<file path="src/logic/gpt_pkg.sv">
// Purpose: Constants, register map and state type for the timer group.
// Assumes: 32-bit register port with byte addresses; one word per register.
// Notes:   Each control, count and period register has clear, set and invert aliases at +0x4, +0x8, +0xC.
package gpt_pkg;
  localparam int GPT_AW = 12;
  localparam int GPT_DW = 32;
  localparam int GPT_NB = 4;

  // Register byte addresses.
  localparam logic [11:0] GPT_A_CTRL    = 12'h000;
  localparam logic [11:0] GPT_A_COUNT   = 12'h010;
  localparam logic [11:0] GPT_A_PERIOD  = 12'h020;
  localparam logic [11:0] GPT_B_BASE    = 12'h100;
  localparam logic [11:0] GPT_B_STRIDE  = 12'h040;
  localparam logic [11:0] GPT_B_CNT_OFS = 12'h010;
  localparam logic [11:0] GPT_B_PR_OFS  = 12'h020;
  localparam logic [11:0] GPT_STATUS    = 12'h200;
  localparam logic [11:0] GPT_ALIAS_MSK = 12'h00C;

  // Alias selector in address bits 3:2.
  localparam logic [1:0] GPT_OP_WR  = 2'h0;
  localparam logic [1:0] GPT_OP_CLR = 2'h1;
  localparam logic [1:0] GPT_OP_SET = 2'h2;
  localparam logic [1:0] GPT_OP_INV = 2'h3;

  // Control field positions.
  localparam int GPT_ON    = 15;
  localparam int GPT_IDLE_HALT = 13;
  localparam int GPT_WR_BLOCK  = 12;
  localparam int GPT_WR_PEND   = 11;
  localparam int GPT_GATE_EN   = 7;
  localparam int GPT_PS_HI = 5;
  localparam int GPT_PS_LO = 4;
  localparam int GPT_WIDE  = 3;
  localparam int GPT_TSYNC = 2;
  localparam int GPT_CLK_SEL = 1;

  // Writable bits of each control register.
  localparam logic [15:0] GPT_A_CTRL_WMSK  = 16'hB0B6;
  localparam logic [15:0] GPT_B_EVEN_WMSK  = 16'hA0BA;
  localparam logic [15:0] GPT_B_ODD_WMSK   = 16'hA0B2;
  localparam logic [15:0] GPT_CTRL_RST     = 16'h0000;
  localparam logic [15:0] GPT_PERIOD_RST   = 16'hFFFF;

  // Last prescaler count for divide by 1, 8, 64 and 256.
  localparam logic [7:0] GPT_DIV1_LAST   = 8'h00;
  localparam logic [7:0] GPT_DIV8_LAST   = 8'h07;
  localparam logic [7:0] GPT_DIV64_LAST  = 8'h3F;
  localparam logic [7:0] GPT_DIV256_LAST = 8'hFF;

  // Clock cycles an asynchronous count write stays pending.
  localparam int GPT_ASYNC_WR_CYCLES = 2;

  typedef struct packed {
    logic [15:0]                a_ctrl;
    logic [15:0]                a_cnt;
    logic [15:0]                a_pr;
    logic [15:0]                a_wdata;
    logic [7:0]                 a_wcnt;
    logic                       a_pend;
    logic [7:0]                 a_psc;
    logic                       a_ext_q;
    logic [GPT_NB-1:0][15:0]    b_ctrl;
    logic [GPT_NB-1:0][15:0]    b_cnt;
    logic [GPT_NB-1:0][15:0]    b_pr;
    logic [GPT_NB-1:0][7:0]     b_psc;
    logic [GPT_NB-1:0]          b_ext_q;
    logic [GPT_NB:0]            sticky;
    logic [GPT_NB:0]            match;
    logic [1:0]                 tbase;
    logic                       adc_trig;
    logic [31:0]                rdata;
  } gpt_state_type;
endpackage

</file>
<file path="src/logic/gpt_timer_group.sv">
// Purpose: One type-A timer and four pairable type-B timers behind a register port.
// Assumes: Pins are synchronous to mclk; external clocks count on rising edges.
// Notes:   Gated mode uses the external pin of the timer as its gate level.
//
// Decided for this implementation: the address map and strobed register access.
`timescale 1ns/1ps

// Functional notes
// - Write-block drops count writes while one pending.
// - Pending flag reads one during asynchronous write.
// - Pending flag reads zero in synchronous mode.
// - Gate enable ignored with external clock selected.
// - Internal clock plus gate counts only gate-high.
// - Prescale codes divide by 1, 8, 64, 256.
// - Four independent 16-bit type-B timers by default.
// - Type-B modes: internal, gated internal, external.
// - Timers two/three and four/five pair to 32-bit.
// - Wide-mode bit joins pair into one counter.
// - Wide-mode bit exists only on even timers.
// - Odd timer controls ignored in wide mode.
// - Clock select picks external pin or internal clock.
// - Only timers two and three give time base.
// - Only timer three triggers the converter.
// - Timers may keep running in CPU idle.
// - Clear, set and invert aliases for registers.
// - On bit fifteen enables or disables timer.
// - Halt-when-idle bit stops timer in idle.
// - Aliases at plus 0x4, 0x8, 0xC.
module gpt_timer_group #(
  parameter int unsigned ASYNC_WR_CYCLES = gpt_pkg::GPT_ASYNC_WR_CYCLES
) (
  // Clock and reset.
  input  wire logic                        mclk,
  input  wire logic                        nrst,
  // Register port.
  input  wire logic [gpt_pkg::GPT_AW-1:0]  reg_addr,
  input  wire logic [gpt_pkg::GPT_DW-1:0]  reg_wdata,
  input  wire logic                        reg_wr,
  input  wire logic                        reg_rd,
  output logic      [gpt_pkg::GPT_DW-1:0]  reg_rdata,
  // Pins and system state.
  input  wire logic                        a_ext_pin,
  input  wire logic [gpt_pkg::GPT_NB-1:0]  b_ext_pin,
  input  wire logic                        cpu_idle,
  // Events.
  output logic      [gpt_pkg::GPT_NB:0]    period_match,
  output logic      [1:0]                  timebase_tick,
  output logic                             adc_trigger
);
  import gpt_pkg::*;

  // The wait counter is eight bits wide, so longer waits cannot be served.
  if (ASYNC_WR_CYCLES < 1 || ASYNC_WR_CYCLES > 255) begin : g_wait_range
    $error("ASYNC_WR_CYCLES must lie in 1..255");
  end

  gpt_state_type s;
  gpt_state_type next_s;

  function automatic logic [15:0] alias_apply(input logic [15:0] old, input logic [15:0] wd,
                                              input logic [1:0] op);
    case (op)
      GPT_OP_CLR: alias_apply = old & ~wd;
      GPT_OP_SET: alias_apply = old | wd;
      GPT_OP_INV: alias_apply = old ^ wd;
      default:    alias_apply = wd;
    endcase
  endfunction

  function automatic logic [7:0] div_last(input logic [1:0] sel);
    case (sel)
      2'h3:    div_last = GPT_DIV256_LAST;
      2'h2:    div_last = GPT_DIV64_LAST;
      2'h1:    div_last = GPT_DIV8_LAST;
      default: div_last = GPT_DIV1_LAST;
    endcase
  endfunction

  // External clock counts rising edges; gating holds while the pin is low.
  function automatic logic src_event(input logic [15:0] ctrl, input logic pin, input logic q);
    if (ctrl[GPT_CLK_SEL]) begin
      src_event = pin & ~q;
    end else if (ctrl[GPT_GATE_EN]) begin
      src_event = pin;
    end else begin
      src_event = 1'b1;
    end
  endfunction

  function automatic logic timer_runs(input logic [15:0] ctrl, input logic idle);
    timer_runs = ctrl[GPT_ON] && !(ctrl[GPT_IDLE_HALT] && idle);
  endfunction

  logic                   a_async;
  logic [11:0]            base_addr;
  logic [1:0]             op;
  logic [GPT_NB-1:0]      b_wide_even;
  logic                   bus_cnt_wr;

  assign a_async     = s.a_ctrl[GPT_CLK_SEL] && !s.a_ctrl[GPT_TSYNC];
  assign base_addr   = reg_addr & ~GPT_ALIAS_MSK;
  assign op          = reg_addr[3:2];
  assign bus_cnt_wr  = reg_wr && (base_addr == GPT_A_COUNT);

  always_comb begin
    for (int k = 0; k < GPT_NB; k++) begin
      b_wide_even[k] = s.b_ctrl[k & 2][GPT_WIDE];
    end
  end

  always_comb begin
    logic             a_tick;
    logic [GPT_NB-1:0] b_tick;
    logic [15:0]      wd;
    logic [15:0]      val;
    logic [31:0]      wide_cnt;
    logic [31:0]      rd;
    logic [GPT_NB:0]  clr;
    int               c;
    int               e;
    int               o;
    a_tick   = 1'b0;
    b_tick   = '0;
    wd       = reg_wdata[15:0];
    val      = 16'h0000;
    wide_cnt = 32'h0000_0000;
    rd       = 32'h0000_0000;
    clr      = '0;
    c        = 0;
    e        = 0;
    o        = 0;
    next_s          = s;
    next_s.match    = '0;
    next_s.a_ext_q  = a_ext_pin;
    next_s.b_ext_q  = b_ext_pin;

    // Type-A prescaler and counter; the gate term vanishes when the pin is the clock.
    if (!s.a_ctrl[GPT_ON]) begin
      next_s.a_psc = 8'h00;
    end else if (timer_runs(s.a_ctrl, cpu_idle) &&
                 src_event(s.a_ctrl, a_ext_pin, s.a_ext_q)) begin
      if (s.a_psc >= div_last(s.a_ctrl[GPT_PS_HI:GPT_PS_LO])) begin
        next_s.a_psc = 8'h00;
        a_tick       = 1'b1;
      end else begin
        next_s.a_psc = s.a_psc + 8'h01;
      end
    end
    if (a_tick) begin
      if (s.a_cnt == s.a_pr) begin
        next_s.a_cnt    = 16'h0000;
        next_s.match[0] = 1'b1;
      end else begin
        next_s.a_cnt = s.a_cnt + 16'h0001;
      end
    end
    if (s.a_pend) begin
      if (s.a_wcnt <= 8'h01) begin
        next_s.a_pend = 1'b0;
        next_s.a_cnt  = s.a_wdata;
      end else begin
        next_s.a_wcnt = s.a_wcnt - 8'h01;
      end
    end

    // Type-B prescalers; an odd timer in wide mode follows its even partner.
    for (int i = 0; i < GPT_NB; i++) begin
      c = (i % 2 == 1 && b_wide_even[i]) ? i - 1 : i;
      if (c != i || !s.b_ctrl[i][GPT_ON]) begin
        next_s.b_psc[i] = 8'h00;
      end else if (timer_runs(s.b_ctrl[i], cpu_idle) &&
                   src_event(s.b_ctrl[i], b_ext_pin[i], s.b_ext_q[i])) begin
        if (s.b_psc[i] >= div_last(s.b_ctrl[i][GPT_PS_HI:GPT_PS_LO])) begin
          next_s.b_psc[i] = 8'h00;
          b_tick[i]       = 1'b1;
        end else begin
          next_s.b_psc[i] = s.b_psc[i] + 8'h01;
        end
      end
    end

    // Type-B counters, alone or paired; a wide match is signalled on the odd timer.
    for (int p = 0; p < GPT_NB / 2; p++) begin
      e = 2 * p;
      o = 2 * p + 1;
      if (s.b_ctrl[e][GPT_WIDE]) begin
        if (b_tick[e]) begin
          if ({s.b_cnt[o], s.b_cnt[e]} == {s.b_pr[o], s.b_pr[e]}) begin
            wide_cnt          = 32'h0000_0000;
            next_s.match[o+1] = 1'b1;
          end else begin
            wide_cnt = {s.b_cnt[o], s.b_cnt[e]} + 32'h0000_0001;
          end
          next_s.b_cnt[e] = wide_cnt[15:0];
          next_s.b_cnt[o] = wide_cnt[31:16];
        end
      end else begin
        for (int j = e; j <= o; j++) begin
          if (b_tick[j]) begin
            if (s.b_cnt[j] == s.b_pr[j]) begin
              next_s.b_cnt[j]   = 16'h0000;
              next_s.match[j+1] = 1'b1;
            end else begin
              next_s.b_cnt[j] = s.b_cnt[j] + 16'h0001;
            end
          end
        end
      end
    end
    next_s.tbase    = {b_tick[1] | (b_tick[0] & b_wide_even[1]), b_tick[0]};
    next_s.adc_trig = next_s.match[2];

    // Register writes, through the plain address or one of its aliases.
    if (reg_wr) begin
      if (base_addr == GPT_A_CTRL) begin
        val           = alias_apply(s.a_ctrl, wd, op);
        next_s.a_ctrl = val & GPT_A_CTRL_WMSK;
      end else if (base_addr == GPT_A_COUNT) begin
        val = alias_apply(s.a_cnt, wd, op);
        if (!a_async) begin
          next_s.a_cnt = val;
        end else if (!(s.a_pend && s.a_ctrl[GPT_WR_BLOCK])) begin
          next_s.a_pend  = 1'b1;
          next_s.a_wcnt  = 8'(ASYNC_WR_CYCLES);
          next_s.a_wdata = val;
        end
      end else if (base_addr == GPT_A_PERIOD) begin
        next_s.a_pr = alias_apply(s.a_pr, wd, op);
      end else if (base_addr == GPT_STATUS) begin
        if (op == GPT_OP_WR || op == GPT_OP_CLR) begin
          clr = reg_wdata[GPT_NB:0];
        end
      end
      for (int i = 0; i < GPT_NB; i++) begin
        if (base_addr == GPT_B_BASE + 12'(i) * GPT_B_STRIDE) begin
          val = alias_apply(s.b_ctrl[i], wd, op);
          next_s.b_ctrl[i] = val & ((i % 2 == 0) ? GPT_B_EVEN_WMSK : GPT_B_ODD_WMSK);
        end else if (base_addr == GPT_B_BASE + 12'(i) * GPT_B_STRIDE + GPT_B_CNT_OFS) begin
          next_s.b_cnt[i] = alias_apply(s.b_cnt[i], wd, op);
        end else if (base_addr == GPT_B_BASE + 12'(i) * GPT_B_STRIDE + GPT_B_PR_OFS) begin
          next_s.b_pr[i] = alias_apply(s.b_pr[i], wd, op);
        end
      end
    end
    // A match in the same cycle as its clear keeps the flag set.
    next_s.sticky = (s.sticky & ~clr) | next_s.match;

    // Reads answer next cycle; aliases and unmapped addresses read zero.
    if (reg_rd && op == GPT_OP_WR) begin
      if (reg_addr == GPT_A_CTRL) begin
        rd = {16'h0000, s.a_ctrl};
        rd[GPT_WR_PEND] = s.a_pend && a_async;
      end else if (reg_addr == GPT_A_COUNT) begin
        rd = {16'h0000, s.a_cnt};
      end else if (reg_addr == GPT_A_PERIOD) begin
        rd = {16'h0000, s.a_pr};
      end else if (reg_addr == GPT_STATUS) begin
        rd = 32'(s.sticky);
      end
      for (int i = 0; i < GPT_NB; i++) begin
        if (reg_addr == GPT_B_BASE + 12'(i) * GPT_B_STRIDE) begin
          rd = {16'h0000, s.b_ctrl[i]};
        end else if (reg_addr == GPT_B_BASE + 12'(i) * GPT_B_STRIDE + GPT_B_CNT_OFS) begin
          rd = {16'h0000, s.b_cnt[i]};
        end else if (reg_addr == GPT_B_BASE + 12'(i) * GPT_B_STRIDE + GPT_B_PR_OFS) begin
          rd = {16'h0000, s.b_pr[i]};
        end
      end
    end
    next_s.rdata = rd;
  end

  always_ff @(posedge mclk) begin
    if (!nrst) begin
      s        <= '0;
      s.a_pr   <= GPT_PERIOD_RST;
      s.b_pr   <= {GPT_NB{GPT_PERIOD_RST}};
      s.a_ctrl <= GPT_CTRL_RST;
      s.b_ctrl <= {GPT_NB{GPT_CTRL_RST}};
    end else begin
      s <= next_s;
    end
  end

  assign reg_rdata     = s.rdata;
  assign period_match  = s.match;
  assign timebase_tick = s.tbase;
  assign adc_trigger   = s.adc_trig;
endmodule

</file>
<file path="config.mk">
export PLATFORM = sky130hd
export DESIGN_NAME = gpt_timer_group
export DESIGN_NICKNAME = d
export VERILOG_FILES = /design/src/logic/gpt_pkg.sv /design/src/logic/gpt_timer_group.sv
export SDC_FILE = /design/constraint.sdc
export NUM_CORES = 1
export LEC_CHECK = 0
export ABC_AREA = 1
export BUFFER_PORTS_ARGS = -buffer_cell sky130_fd_sc_hd__buf_2
export CAP_MARGIN = 5
export CORE_MARGIN = 3
export CORE_UTILIZATION = 40
export DETAILED_ROUTE_END_ITERATION = 12
export SLEW_MARGIN = 25
export SYNTH_ARGS = -nofsm -noshare
export SYNTH_HDL_FRONTEND = slang
export SYNTH_SLANG_ARGS = --single-unit
</file>
<file path="constraint.sdc">
create_clock -name mclk -period 2.75 [get_ports mclk]
set_input_delay 0.1375 -clock mclk [delete_from_list [all_inputs] [get_ports mclk]]
set_output_delay 0.1375 -clock mclk [all_outputs]
set_load 0.02 [all_outputs]
</file>
==> results.json <==
{
  "initial_core_util_pct": 40.7,
  "post_drt_wl_per_cell_um": 21.7,
  "rsz0062_at_grt": "no",
  "yosysTopAreaCellShare_pct": 21.7,
  "synthCells": 3899,
  "setup_ws_ps": 159,
  "hpwl_um": 80800,
  "drtPass1Iterations": 6,
  "vdd_drop_max_mv": 0.382,
  "synth-edff-count": 0,
  "syn_to_final_growth_pct": 15.4,
  "worstPathCellList": "inv_1, nor2_1, nor3_1, nand4_1, nor3_1, nand2_1, nand3_1, a21oi_1",
  "cts_buffers": 39,
  "drtIter0Drc": 3234,
  "drv_slew": 0,
  "crit_path_end_kind": "flip-flop",
  "required_ps": 3210,
  "finalCritPeriodShare_pct": 94.2,
  "synth_commonest_cells": "nand2_1, ha_1, inv_1",
  "htreeDepth": 2,
  "holdPathStages": 3,
  "start_kind": "flip-flop",
  "ys_types": 55,
  "grt_pass1_wl_um": 164000,
  "port_buffers": 61,
  "tns_ps": 0,
  "drt_wl_total_um": 108000,
  "clock_sinks": 292,
  "finalClockSkew_ps": 25.7,
  "yosysMostFrequentCell": "nand2_1",
  "drv_cap": 0,
  "layout-drive-gt1-share_pct": 11.4,
  "intPower_mw": 8.38,
  "die_h_um": 266,
  "core_mm2": 0.0662,
  "ant_nets": 0,
  "design_area_mm2": 0.0311,
  "comb_power_share_pct": 11.0,
  "p_clk_share_pct": 52.0,
  "reg2reg_to": "s[192]$_SDFF_PN0_",
  "final-seq-area_mm2": 0.00585,
  "crit_path_max_fanout": 7,
  "rrSetupSlack_ps": 160,
  "hold_start": "reg_rd",
  "cts_tree": "done",
  "synth_area_mm2": 0.0269,
  "grt_start_max_net_pins": 106,
  "fin_crit_ps": 2590,
  "fin_hold_ws_ps": 64.6,
  "r2r_start": "s[179]$_SDFF_PN0_",
  "grt_pass1_vias": 26179,
  "gp_congestion": 0.990,
  "yosysTopAreaCell": "dfxtp_1",
  "yosys_warnings": 0,
  "syn_avg_cell_area_um2": 6.91,
  "synth-main-ff-cell": "dfxtp_1",
  "status": "finished, final reports clean",
  "cts_buffer_depth": 3,
  "synth_area_leaders": "dfxtp_1, ha_1, nand2_1",
  "grt_overflow": 0,
  "setup_viol": 0,
  "diodes": 0,
  "pre_cts_ws_ps": -52.4,
  "fp-row-count": 94,
  "synth_seq_cells": 292,
  "nets": 4556,
  "io_pins": 94,
  "grt_antenna_before_repair": 2,
  "p_sw_mw": 3.10,
  "hold_end": "reg_rdata[5]$_SDFF_PN0_",
  "crit_arrival_ps": 3050,
  "die_w_um": 266,
  "placed_cell_area_mm2": 0.0295,
  "p_leak_nw": 13.9,
  "fillerInstances": 6785,
  "finalHoldViolCount": 0,
  "yosysSeqAreaShare_pct": 21.7,
  "power_density_mw_per_mm2": 369,
  "path_common_cell": "nor3_1",
  "clkLatencyLatePin_ps": 590,
  "via_per_inst": 5.78,
  "path_buf_inv": 1,
  "r2r.worst_path.cells": 8,
  "synth-async-reset-ratio_pct": 0,
  "fmax_mhz": 386,
  "swShare_pct": 27.0,
  "path_clk_slew_ps": 60,
  "hp-class": "in2reg",
  "worst_path_largest_cell_delay_ps": 640,
  "seqPwrFrac_pct": 36.9,
  "slew_headroom_pct": 40.7,
  "grtUsageTotal_pct": 29.8,
  "worst_pin_slew_ps": 889,
  "multi_input_area_mm2": 0.0185,
  "die_area_mm2": 0.0705,
  "crit_family": "simple AND/OR/NAND/NOR gates",
  "root_buffer": "clkbuf_16",
  "criticalPathCategory": "reg2reg",
  "num_vias": 28651,
  "slowest_stage": "nor3_1",
  "drc": 0
}
cells by family (layout without fill, tap and decap cells):
kind of cell	Yosys count	in the layout	share of synthesized area [%]
fa+ha+maj	440	440	20.4
buf+inv	671	848	10.2
simple gates	1508	1508	24.6
xor+xnor	96	96	3.12
flops	292	292	21.7
compound gates	890	890	19.8
other cells	1	16	0.0139
mux	1	1	0.0418
registers in the layout, indices dropped and copies added, names as in the netlist:
signal / flops
timebase_tick: 2
period_match: 5
reg_rdata: 16
b_wide_even: 2
s: 267
repair_timing:
action | CTS | global route
endpoints found under the setup margin | 10 | 55
pin swaps | 0 | 2
gates cloned | 0 | 0
setup buffers | 0 | 3
hold endpoints to repair | 16 | 0
hold buffers | 7 | 0
gates resized for setup | 1 | 21
metal layers:
metal	GRT usage (%)	share of wire, %	vias up
li1	-	-	13619
met1	42.6	45	13446
met2	44.3	42	1338
met3	5.28	9.1	244
met4	12.0	4.5	4
met5	0	0.029	-
power groups by stage:
stage / Combinational (mW) / Sequential [mW] / Clock, mW
final: 1.27 / 4.24 / 5.97
after global routing: 1.38 / 4.24 / 6.21
after floorplan: 0.727 / 4.33 / 0
after global placement: 1.21 / 4.33 / 0
after detailed placement: 1.22 / 4.33 / 0
after CTS: 1.24 / 4.24 / 6.08
how the worst max path moves through the flow:
stage / from / endpoint / slack, ps / depth (start not counted)
after global routing: s[344]$_SDFFE_PN0P_ / s[335]$_SDFF_PN0_ / 20 / 14
after detailed placement: s[246]$_SDFFE_PN0P_ / s[185]$_SDFF_PN0_ / -50 / 10
after floorplan: s[262]$_SDFFE_PN0P_ / s[195]$_SDFF_PN0_ / 560 / 13
after global placement: s[245]$_SDFFE_PN0P_ / s[185]$_SDFF_PN0_ / 40 / 12
final: s[179]$_SDFF_PN0_ / s[192]$_SDFF_PN0_ / 160 / 8
after CTS: s[161]$_SDFF_PN0_ / s[162]$_SDFF_PN0_ / 20 / 13
cell usage in the layout (no fill, tap or decap), types with 28 or more instances in the layout:
master     netlist  final
buf_2           35     60
o2111ai_1       98     98
xnor2_1         28     28
xor2_1          68     68
a31oi_1         57     57
inv_1          435    432
nor2_1         333    328
ha_1           440    440
dfxtp_1        292    287
a21oi_1        245    245
o21ai_0        347    347
clkbuf_16        0     40
nand3_1        181    180
nor3_1          70     69
buf_4           43    240
nand2_1        730    727
nand4_1         98     98
a221oi_1        47     47
cell type report:
| type | instances | share of cell area [%] |
|---|---|---|
| Clock inverter | 17 | 1.05 |
| Multi-Input combinational cell | 2951 | 59.5 |
| Sequential cell | 292 | 18.8 |
| Timing Repair Buffer | 322 | 7.92 |
| Inverter | 456 | 5.57 |
| Clock buffer | 53 | 3.67 |
| Tap cell | 864 | 3.48 |
through the flow:
step	instances	utilization (%)	power [mW]
floorplan	3914	-	5.06
global route	4955	47.0	11.8
finish	4955	47.0	11.5
detailed placement	4875	44.5	5.56
CTS	4952	46.8	11.6
global placement	4875	44.5	5.54
worst min-delay path: stages:
cell	delay (ps)
buf_2	130
nand3_1	240
a21oi_1	80
(Power assumes the default switching activity.)
